--- src/rac_pkg.sv ---
// Constants for the alarm, trim and event-output control block
package rac_pkg;
  // Register offsets on the internal register port
  localparam logic [4:0] STATUS_OFFSET = 5'h07;
  localparam logic [4:0] INTCTL_OFFSET = 5'h08;
  localparam logic [4:0] EVCTL_OFFSET = 5'h09;
  localparam logic [4:0] ATR_OFFSET = 5'h0A;
  localparam logic [4:0] DTR_OFFSET = 5'h0B;
  localparam logic [4:0] ALARM_FIRST_OFFSET = 5'h0C;
  localparam logic [4:0] ALARM_LAST_OFFSET = 5'h11;
  localparam int NUM_ALARM_FIELDS = 6;
  // Field positions
  localparam int STATUS_AUTO_CLEAR_BIT = 7;
  localparam int STATUS_ALARM_FLAG_BIT = 2;
  localparam int INT_REPEAT_BIT = 7;
  localparam int INT_ALARM_ENABLE_BIT = 6;
  localparam int INT_FREQUENCY_OUTPUT_BAT_DISABLE_BIT = 4;
  localparam int EV_OUT_BAT_DISABLE_BIT = 7;
  localparam int EV_PULLUP_DISABLE_BIT = 6;
  localparam int ATR_BATTERY_DELTA_LSB = 6;
  localparam int ALARM_ENABLE_FIELD_BIT = 7;
  localparam int DTR_SIGN_BIT = 2;
  // Reset values
  localparam logic [7:0] REG_RESET = 8'h00;
  localparam logic [5:0] LOAD_CAP_TRIM_RESET = 6'h00;
  // Battery delta encodings, in half-picofarad steps on the code
  localparam logic [1:0] DELTA_NONE = 2'h0;
  localparam logic [1:0] DELTA_MINUS_HALF = 2'h1;
  localparam logic [1:0] DELTA_PLUS_HALF = 2'h2;
  localparam logic [1:0] DELTA_PLUS_ONE = 2'h3;
  // Timebase: oscillator ticks per second, trim step per 20 ppm
  localparam int OSC_HZ = 32768;
  localparam int TICKS_PER_20PPM_STEP = 1;
  // Pulse length
  localparam int IRQ_PULSE_MS = 250;
  localparam int IRQ_PULSE_TICKS = (IRQ_PULSE_MS * OSC_HZ) / 1000;
  localparam logic [3:0] FREQUENCY_OUTPUT_OFF = 4'h0;
  localparam logic [3:0] FREQUENCY_OUTPUT_RAW = 4'h1;
endpackage

--- src/rac_alarm_trim.sv ---
// Alarm compare, interrupt pin, load-cap trim and event output gating
`timescale 1ns/1ps
`default_nettype none
//
// Overview of operation
// - Event output off on battery when disabled
// - Pull-up disable bit forces pull-up off
// - Six-bit trim code drives both arrays
// - Trim code resets to zero, mid-scale
// - Battery adds selected capacitance delta
// - Rate trim changes counts per second
// - Low bits weigh 40 and 20 ppm
// - Rate trim shifts output except raw crystal
// - Alarm bytes: bit 7 compare enable
// - Match needs equality on enabled fields
// - Single mode: flag set, pin held low
// - Repeat mode pulses pin every match
// - Write 0 clears flag, or read auto-clears
// - Repeat pulses regardless of flag state
// - Repeat pulse active low, 250 ms
// - Frequency output overrides alarm on pin
module rac_alarm_trim
  import rac_pkg::*;
#(
  parameter int PULSE_TICKS = IRQ_PULSE_TICKS,
  parameter int TICKS_PER_SEC = OSC_HZ
) (
  input wire logic clk_in,
  input wire logic sys_rst_in,
  input wire logic osc_tick_in,
  input wire logic [4:0] reg_addr_in,
  input wire logic [7:0] reg_wdata_in,
  input wire logic reg_write_in,
  input wire logic reg_read_in,
  input wire logic reg_read_done_in,
  output logic [7:0] reg_rdata_out,
  input wire logic [47:0] time_now_in,
  input wire logic on_battery_in,
  input wire logic event_detect_in,
  input wire logic pullup_schedule_in,
  output logic event_detect_output_out,
  output logic event_pullup_enable_out,
  output logic [5:0] cap_array_x1_out,
  output logic [5:0] cap_array_x2_out,
  output logic second_tick_out,
  output logic irq_frequency_output_n_out,
  output logic irq_frequency_output_oe_out
);
  initial begin
    if (PULSE_TICKS < 1 || PULSE_TICKS > 65535) begin
      $error("PULSE_TICKS out of range");
    end
  end
  logic auto_clear_on_read;
  logic alarm_flag;
  logic [7:0] int_ctl;
  logic [7:0] ev_ctl;
  logic [5:0] load_cap_trim_code;
  logic [1:0] battery_cap_delta;
  logic [2:0] digital_trim;
  logic [7:0] alarm_bytes [NUM_ALARM_FIELDS];
  logic [NUM_ALARM_FIELDS-1:0] field_ok;
  logic alarm_match;
  logic match_prev;
  logic match_rise;
  logic alarm_enable_bit;
  logic alarm_repeat_select;
  logic [3:0] frequency_output;
  logic frequency_output_active;
  logic single_done;
  logic [15:0] pulse_count;
  logic pulse_active;
  logic [19:0] div_count;
  logic trimmed_tick;
  logic status_read_pending;
  logic status_wr;
  logic flag_set;

  assign alarm_enable_bit = int_ctl[INT_ALARM_ENABLE_BIT];
  assign alarm_repeat_select = int_ctl[INT_REPEAT_BIT];
  assign frequency_output = int_ctl[3:0];
  assign frequency_output_active = frequency_output != FREQUENCY_OUTPUT_OFF;

  rac_rate_trim #(
    .TICKS_PER_SEC(TICKS_PER_SEC)
  ) u_trim (
    .clk_in(clk_in),
    .sys_rst_in(sys_rst_in),
    .osc_tick_in(osc_tick_in),
    .digital_trim_in(digital_trim),
    .second_tick_out(second_tick_out),
    .trimmed_tick_out(trimmed_tick)
  );

  // Register writes
  assign status_wr = reg_write_in && reg_addr_in == STATUS_OFFSET;
  always_ff @(posedge clk_in) begin
    if (sys_rst_in) begin
      auto_clear_on_read <= 1'b0;
      int_ctl <= REG_RESET;
      ev_ctl <= REG_RESET;
      load_cap_trim_code <= LOAD_CAP_TRIM_RESET;
      battery_cap_delta <= DELTA_NONE;
      digital_trim <= 3'h0;
    end else if (reg_write_in) begin
      case (reg_addr_in)
        STATUS_OFFSET: auto_clear_on_read <= reg_wdata_in[STATUS_AUTO_CLEAR_BIT];
        INTCTL_OFFSET: int_ctl <= reg_wdata_in;
        EVCTL_OFFSET: ev_ctl <= reg_wdata_in;
        ATR_OFFSET: begin
          load_cap_trim_code <= reg_wdata_in[5:0];
          battery_cap_delta <= reg_wdata_in[ATR_BATTERY_DELTA_LSB +: 2];
        end
        DTR_OFFSET: digital_trim <= reg_wdata_in[2:0];
        default: ;
      endcase
    end
  end

  // Alarm bytes, one per field
  genvar gi;
  generate
    for (gi = 0; gi < NUM_ALARM_FIELDS; gi++) begin : g_field
      always_ff @(posedge clk_in) begin
        if (sys_rst_in) begin
          alarm_bytes[gi] <= REG_RESET;
        end else if (reg_write_in && reg_addr_in == ALARM_FIRST_OFFSET + 5'(gi)) begin
          alarm_bytes[gi] <= reg_wdata_in;
        end
      end
      // Disabled fields always agree
      assign field_ok[gi] = !alarm_bytes[gi][ALARM_ENABLE_FIELD_BIT] ||
        (alarm_bytes[gi][6:0] == time_now_in[gi*8 +: 7]);
    end
  endgenerate
  assign alarm_match = (|{alarm_bytes[0][7], alarm_bytes[1][7], alarm_bytes[2][7],
    alarm_bytes[3][7], alarm_bytes[4][7], alarm_bytes[5][7]}) && (&field_ok);

  always_ff @(posedge clk_in) begin
    if (sys_rst_in) begin
      match_prev <= 1'b0;
    end else begin
      match_prev <= alarm_match;
    end
  end
  assign match_rise = alarm_match && !match_prev && alarm_enable_bit && !frequency_output_active;
  assign flag_set = match_rise && !(single_done && !alarm_repeat_select);

  // Read data
  always_comb begin
    reg_rdata_out = 8'h00;
    case (reg_addr_in)
      STATUS_OFFSET: begin
        reg_rdata_out[STATUS_AUTO_CLEAR_BIT] = auto_clear_on_read;
        reg_rdata_out[STATUS_ALARM_FLAG_BIT] = alarm_flag;
      end
      INTCTL_OFFSET: reg_rdata_out = int_ctl;
      EVCTL_OFFSET: reg_rdata_out = ev_ctl;
      ATR_OFFSET: reg_rdata_out = {battery_cap_delta, load_cap_trim_code};
      DTR_OFFSET: reg_rdata_out = {5'h00, digital_trim};
      default: begin
        if (reg_addr_in >= ALARM_FIRST_OFFSET && reg_addr_in <= ALARM_LAST_OFFSET) begin
          reg_rdata_out = alarm_bytes[3'(reg_addr_in - ALARM_FIRST_OFFSET)];
        end
      end
    endcase
  end

  // Alarm flag: set wins over clear
  always_ff @(posedge clk_in) begin
    if (sys_rst_in) begin
      status_read_pending <= 1'b0;
      alarm_flag <= 1'b0;
    end else begin
      if (reg_read_in && reg_addr_in == STATUS_OFFSET) begin
        status_read_pending <= 1'b1;
      end else if (reg_read_done_in) begin
        status_read_pending <= 1'b0;
      end
      if (flag_set) begin
        alarm_flag <= 1'b1;
      end else if (status_wr && !reg_wdata_in[STATUS_ALARM_FLAG_BIT]) begin
        alarm_flag <= 1'b0;
      end else if (reg_read_done_in && status_read_pending && auto_clear_on_read) begin
        alarm_flag <= 1'b0;
      end
    end
  end

  // Single mode matches once until re-armed
  always_ff @(posedge clk_in) begin
    if (sys_rst_in) begin
      single_done <= 1'b0;
    end else if (reg_write_in && reg_addr_in == INTCTL_OFFSET) begin
      single_done <= 1'b0;
    end else if (match_rise && !alarm_repeat_select) begin
      single_done <= 1'b1;
    end
  end

  // Repeat pulse timer
  always_ff @(posedge clk_in) begin
    if (sys_rst_in) begin
      pulse_count <= 16'h0000;
    end else if (match_rise && alarm_repeat_select) begin
      pulse_count <= 16'(PULSE_TICKS);
    end else if (osc_tick_in && pulse_count != 16'h0000) begin
      pulse_count <= pulse_count - 16'h0001;
    end
  end
  assign pulse_active = pulse_count != 16'h0000;

  // Frequency divider on the trimmed timebase
  always_ff @(posedge clk_in) begin
    if (sys_rst_in) begin
      div_count <= 20'h0_0000;
    end else if (trimmed_tick) begin
      div_count <= div_count + 20'h0_0001;
    end
  end

  logic frequency_output_level;
  always_comb begin
    case (frequency_output)
      4'h2: frequency_output_level = div_count[2];
      4'h3: frequency_output_level = div_count[4];
      // Selections 4 to F halve per step, down to one cycle per 32 seconds
      default: frequency_output_level = div_count[5'(frequency_output) + 5'h04];
    endcase
  end

  // Pin drive: open-drain low, frequency overrides alarm
  logic pin_low;
  logic pin_disabled;
  assign pin_disabled = on_battery_in && int_ctl[INT_FREQUENCY_OUTPUT_BAT_DISABLE_BIT];
  always_comb begin
    if (frequency_output_active) begin
      if (frequency_output == FREQUENCY_OUTPUT_RAW) begin
        pin_low = !osc_tick_in;
      end else begin
        pin_low = !frequency_output_level;
      end
    end else if (alarm_repeat_select) begin
      pin_low = pulse_active;
    end else begin
      pin_low = alarm_flag && alarm_enable_bit;
    end
  end
  always_ff @(posedge clk_in) begin
    if (sys_rst_in) begin
      irq_frequency_output_oe_out <= 1'b0;
    end else begin
      irq_frequency_output_oe_out <= pin_low && !pin_disabled;
    end
  end
  assign irq_frequency_output_n_out = 1'b0;

  // Event output and pull-up gating
  always_ff @(posedge clk_in) begin
    if (sys_rst_in) begin
      event_detect_output_out <= 1'b0;
      event_pullup_enable_out <= 1'b0;
    end else begin
      event_detect_output_out <= event_detect_in &&
        !(on_battery_in && ev_ctl[EV_OUT_BAT_DISABLE_BIT]);
      event_pullup_enable_out <= !ev_ctl[EV_PULLUP_DISABLE_BIT] && pullup_schedule_in;
    end
  end

  // Capacitor code with battery delta, saturating
  logic [6:0] cap_sum;
  always_comb begin
    // Offset-binary view: top bit inverted so steps add linearly
    cap_sum = {1'b0, ~load_cap_trim_code[5], load_cap_trim_code[4:0]};
    if (on_battery_in) begin
      case (battery_cap_delta)
        DELTA_MINUS_HALF: cap_sum = (cap_sum == 7'h00) ? cap_sum : cap_sum - 7'h01;
        DELTA_PLUS_HALF: cap_sum = cap_sum + 7'h01;
        DELTA_PLUS_ONE: cap_sum = cap_sum + 7'h02;
        default: ;
      endcase
    end
    if (cap_sum > 7'h3F) begin
      cap_sum = 7'h3F;
    end
  end
  always_ff @(posedge clk_in) begin
    if (sys_rst_in) begin
      cap_array_x1_out <= LOAD_CAP_TRIM_RESET;
      cap_array_x2_out <= LOAD_CAP_TRIM_RESET;
    end else begin
      cap_array_x1_out <= {~cap_sum[5], cap_sum[4:0]};
      cap_array_x2_out <= {~cap_sum[5], cap_sum[4:0]};
    end
  end

  // Checks
  property p_single_pin;
    @(posedge clk_in) disable iff (sys_rst_in)
      (alarm_flag && alarm_enable_bit && !alarm_repeat_select && !frequency_output_active && !pin_disabled)
      |=> irq_frequency_output_oe_out;
  endproperty
  a_single_pin: assert property (p_single_pin) else $error("single alarm pin not low");
  property p_flag_set;
    @(posedge clk_in) disable iff (sys_rst_in) flag_set |=> alarm_flag;
  endproperty
  a_flag_set: assert property (p_flag_set) else $error("alarm flag not set");
  property p_write_clear;
    @(posedge clk_in) disable iff (sys_rst_in)
      (status_wr && !reg_wdata_in[STATUS_ALARM_FLAG_BIT] && !flag_set) |=> !alarm_flag;
  endproperty
  a_write_clear: assert property (p_write_clear) else $error("flag not cleared by write");
  property p_pullup;
    @(posedge clk_in) disable iff (sys_rst_in) ev_ctl[EV_PULLUP_DISABLE_BIT] |=> !event_pullup_enable_out;
  endproperty
  a_pullup: assert property (p_pullup) else $error("pull-up on while disabled");
  property p_evbat;
    @(posedge clk_in) disable iff (sys_rst_in)
      (on_battery_in && ev_ctl[EV_OUT_BAT_DISABLE_BIT]) |=> !event_detect_output_out;
  endproperty
  a_evbat: assert property (p_evbat) else $error("event output on in battery");
  property p_pulse_start;
    @(posedge clk_in) disable iff (sys_rst_in)
      (match_rise && alarm_repeat_select) |=> pulse_count == 16'(PULSE_TICKS);
  endproperty
  a_pulse_start: assert property (p_pulse_start) else $error("pulse not started");
  property p_cap_nobat;
    @(posedge clk_in) disable iff (sys_rst_in)
      !on_battery_in |=> cap_array_x1_out == $past(load_cap_trim_code);
  endproperty
  a_cap_nobat: assert property (p_cap_nobat) else $error("cap code mismatch");
  property p_frequency_output_override;
    @(posedge clk_in) disable iff (sys_rst_in)
      (frequency_output_active && !pin_disabled && frequency_output != FREQUENCY_OUTPUT_RAW) |=> irq_frequency_output_oe_out == !$past(frequency_output_level);
  endproperty
  a_frequency_output_override: assert property (p_frequency_output_override) else $error("frequency_output not driven");
  c_single: cover property (@(posedge clk_in) flag_set && !alarm_repeat_select);
  c_repeat: cover property (@(posedge clk_in) match_rise && alarm_repeat_select);
  c_autoclr: cover property (@(posedge clk_in) reg_read_done_in && status_read_pending && auto_clear_on_read);
endmodule
`default_nettype wire

--- src/rac_rate_trim.sv ---
// Seconds timebase with signed digital rate trim
`timescale 1ns/1ps
`default_nettype none
module rac_rate_trim
  import rac_pkg::*;
#(
  parameter int TICKS_PER_SEC = OSC_HZ
) (
  input wire logic clk_in,
  input wire logic sys_rst_in,
  input wire logic osc_tick_in,
  input wire logic [2:0] digital_trim_in,
  output logic second_tick_out,
  output logic trimmed_tick_out
);
  initial begin
    if (TICKS_PER_SEC < 16) begin
      $error("TICKS_PER_SEC too small");
    end
  end
  logic [16:0] count;
  logic [16:0] limit;
  logic [1:0] magnitude;
  logic [3:0] swallow;
  logic extra_tick;
  always_comb begin
    magnitude = digital_trim_in[1:0];
    // Slow down with sign 1 by adding counts, speed up by removing
    if (digital_trim_in[DTR_SIGN_BIT]) begin
      limit = 17'(TICKS_PER_SEC + TICKS_PER_20PPM_STEP * magnitude - 1);
    end else begin
      limit = 17'(TICKS_PER_SEC - TICKS_PER_20PPM_STEP * magnitude - 1);
    end
  end
  always_ff @(posedge clk_in) begin
    if (sys_rst_in) begin
      count <= 17'h0_0000;
    end else if (osc_tick_in) begin
      if (count >= limit) begin
        count <= 17'h0_0000;
      end else begin
        count <= count + 17'h0_0001;
      end
    end
  end
  assign second_tick_out = osc_tick_in && (count >= limit);
  // Trimmed tick for divided outputs: a full second always holds TICKS_PER_SEC ticks
  always_ff @(posedge clk_in) begin
    if (sys_rst_in) begin
      swallow <= 4'h0;
      extra_tick <= 1'b0;
    end else begin
      extra_tick <= osc_tick_in && !digital_trim_in[DTR_SIGN_BIT] && swallow != 4'h0;
      if (second_tick_out) begin
        swallow <= 4'({2'h0, magnitude});
      end else if (osc_tick_in && swallow != 4'h0) begin
        swallow <= swallow - 4'h1;
      end
    end
  end
  // Slow-down drops a tick, speed-up adds one on the clock after an oscillator tick
  assign trimmed_tick_out = (osc_tick_in && !(digital_trim_in[DTR_SIGN_BIT] && swallow != 4'h0)) || extra_tick;
endmodule
`default_nettype wire

--- config.mk ---
export PLATFORM = sky130hd
export DESIGN_NAME = rac_alarm_trim
export DESIGN_NICKNAME = d
export VERILOG_FILES = /design/src/rac_pkg.sv /design/src/rac_alarm_trim.sv /design/src/rac_rate_trim.sv
export SDC_FILE = /design/constraint.sdc
export NUM_CORES = 1
export LEC_CHECK = 0
export BUFFER_PORTS_ARGS = -buffer_cell sky130_fd_sc_hd__clkbuf_2
export CAP_MARGIN = 25
export CORE_MARGIN = 2
export CORE_UTILIZATION = 50
export DETAILED_ROUTE_END_ITERATION = 12
export PLACE_DENSITY_LB_ADDON = 0.1
export SLEW_MARGIN = 10
export SYNTH_ARGS = -nofsm -noshare
export SYNTH_HDL_FRONTEND = slang
export SYNTH_SLANG_ARGS = --single-unit
--- constraint.sdc ---
create_clock -name clk_in -period 6.19 [get_ports clk_in]
set_clock_uncertainty 0.1 [all_clocks]
set_input_delay 1.238 -clock clk_in [delete_from_list [all_inputs] [get_ports clk_in]]
set_output_delay 1.238 -clock clk_in [all_outputs]
set_load 0.02 [all_outputs]
==> metrics.txt <==
CTS Sinks 147; DRT Pass-1 Iters 5; DRC 0; final net count 1022; metal2 WL 9.79 mm; Synth-to-Final Area Change 13.7%; Net Sw Frac 27.8%; Hold Path End int_ctl[5]; Root Driver clkbuf_16; M1 wire length 8.68 mm; clk buf depth 2; Fillers 1414; DRT iter0 DRCs 542; # port buffers 87; met3 wire length 1.21 mm; Synth cell types 70; vias per cell 5.62; TritonCTS buffer count 17; Critical Path Sink Type output pin; r2r setup slk 2.75 ns; share of total power in the clock network 39.5%; dpl cell area 8690 sq um; Die X 132 um; Hold Crit Start int_ctl[5]; Clock Latency Late Sink 0.43 ns; Hold Violations, Final 0; Initial Utilization 51.3%; fmax 212 MHz; core box area 15900 sq um; initial antenna violation count 0; most frequent cells in the layout nor2_1, dfxtp_1, clkbuf_2; FF-to-FF Start digital_trim[0]; CP peak stage delay 0.88 ns; # setup viols final 0; crit path DAT 3.38 ns; CTS tree done; GRT Overall Usage 23.6%; Leakage 3.72 nW; diode count 0; Non-Filler Cell Area, Final 9300 sq um; Flop pwr share 43.1%; Routed WL 20.1 mm; post-synthesis net count 957; CP Launch Type input pin; Switch Pwr 0.728 mW; setup TNS 0 ns; layout cells sized above 1 16.9%; Post-synth top flop dfxtp_1; P_int 1.89 mW; post-layout util 58.3%; IO Count 95; Vias 6478; Clk pin slew, worst setup/hold paths 0.06 ns; RSZ-0062 raised after global routing no; most common cell after layout, fill and taps aside nor2_1; Syn. warnings 0; DR top layer met4; status completed; Post-synth EDFFs 48; H-tree depth 4; Rel. slew slack 33.1%; Final period util 76.3%; CTS hold repair buffers 0; Mapped Area 8180 sq um; total gr overflow 0; global-route wire length before repair 32.5 mm; Mapped Avg Cell Area 9.53 sq um; Pwr Density 282 nW/um^2; vias in the first global route 6375; synthesized flop and latch total 147; min-delay worst type flip-flop to flip-flop; row count 46; die outline height 132 um; Seq/Total Area, Yosys 41.9%; setup bufs post-CTS 0; cell repeated most along the worst path clkbuf_2; crit-path max FO 25; largest net degree at the start of global routing 66; Mapped Cells 858; ANT nets after route 0; post-cts resize count 0; Multi-input gate area 4450 sq um; critical path class input pin to output pin; ys async rst share 0%; power share of the combinational group 17.4%; RD Place Congestion 0.898; HPWL after detailed placement 14.6 mm; min Tclk post-route 4.72 ns; Crit-path slowest cell nor4b_1; VDD IR-drop max 0.241 mV; Slew Viols, Final 0; reg-to-reg endpoint u_trim.count[13]; WL/cell 17.4 um; Seq. cell area 3420 sq um; worst path cell trace clkbuf_2, nand2_1, nor4b_1, a22oi_1, o21ai_0, clkbuf_2; number of max-cap violations 0; Worst EP required 4.85 ns; Worst Hold Depth 2; Reg2Reg Depth 11; slew at the pin with the worst max-slew slack 0.989 ns; die area 17400 sq um
-- cell type report --
cell class	count	share of cell area (%)
repair buffers	95	5.17
clock inverters	14	1.74
well taps	216	2.91
multi-input cells	641	47.9
flip-flops and latches	147	36.8
inverters	21	0.848
clock buffers	18	4.62
-- metrics by stage --
stage / instances / total power [mW] / hold slack [ns] / worst slack [ns]
6_report: 1152 / 2.62 / 0.375 / 1.47
5_1_grt: 1152 / 2.74 / 0.389 / 1.22
4_1_cts: 1149 / 2.64 / 0.376 / 1.44
3_5_place_dp: 1117 / 1.60 / 0.367 / 1.53
3_3_place_gp: 1114 / 1.58 / 0.344 / 1.56
2_1_floorplan: 858 / 1.48 / 0.320 / 2.15
-- cells in the mapped netlist (all sizes together) (21+ instances only) --
cell type | n | area share [%]
a21oi | 49 | 3.0
and2 | 50 | 3.8
clkbuf | 29 | 1.3
dfxtp | 99 | 24
edfxtp | 48 | 18
ha | 29 | 4.4
inv | 21 | 0.96
mux2i | 32 | 3.9
nand2 | 68 | 3.1
nand3 | 21 | 1.3
nand4 | 21 | 1.6
nor2 | 106 | 4.9
nor3 | 21 | 1.3
o21ai | 26 | 1.6
xnor2 | 42 | 4.5
xor2 | 53 | 5.7
-- worst max path at each step --
stage	startpoint	endpoint	slack, ns	cells past startpoint
floorplan	reg_addr_in[0]	reg_rdata_out[3]	2.15	7
global placement	reg_addr_in[1]	reg_rdata_out[2]	1.56	6
detailed placement	reg_addr_in[1]	reg_rdata_out[2]	1.53	6
global route	digital_trim[0]	second_tick_out	1.22	11
CTS	digital_trim[0]	second_tick_out	1.44	11
finish	reg_addr_in[1]	reg_rdata_out[2]	1.47	6
-- cells by family (layout without fill, tap and decap cells) --
kind of cell,Yosys count,count (layout),share of synthesized area [%]
XOR/XNOR,95,95,10.2
AO/OA/AOI/OAI,125,125,9.90
adder cells (fa/ha/maj),29,29,4.44
other,1,1,0.0459
flip-flops,147,147,41.9
buffers and inverters,70,148,3.69
AND/OR/NAND/NOR,339,339,20.9
multiplexers,52,52,9.01
-- sequential cells by signal (all words and copies together), names as in the netlist, 2 cells and up --
| name | count |
|---|---|
| alarm_bytes | 48 |
| battery_cap_delta | 2 |
| cap_array_x2_out | 6 |
| digital_trim | 3 |
| div_count | 20 |
| ev_ctl | 8 |
| int_ctl | 8 |
| load_cap_trim_code | 6 |
| pulse_count | 16 |
| u_trim.count | 17 |
| u_trim.swallow | 4 |
-- power groups by stage --
stage | clock network (mW) | logic [mW] | registers (mW)
final | 1.04 | 0.455 | 1.13
after global routing | 1.09 | 0.506 | 1.14
after CTS | 1.05 | 0.457 | 1.13
after detailed placement | 0 | 0.454 | 1.15
after global placement | 0 | 0.435 | 1.15
after floorplan | 0 | 0.348 | 1.13
-- metal layers --
metal / track usage [%] / vias up
met5: 0 / -
met4: 8.64 / 0
met3: 5.69 / 30
met2: 38.8 / 200
met1: 30.3 / 3093
li1: - / 3155
-- worst max-delay path, delay by kind of cell --
kind | cells | cell delay (ns)
simple gates | 2 | 1.17
buf+inv | 2 | 0.64
compound gates | 2 | 0.33
(Power assumes the default switching activity.)
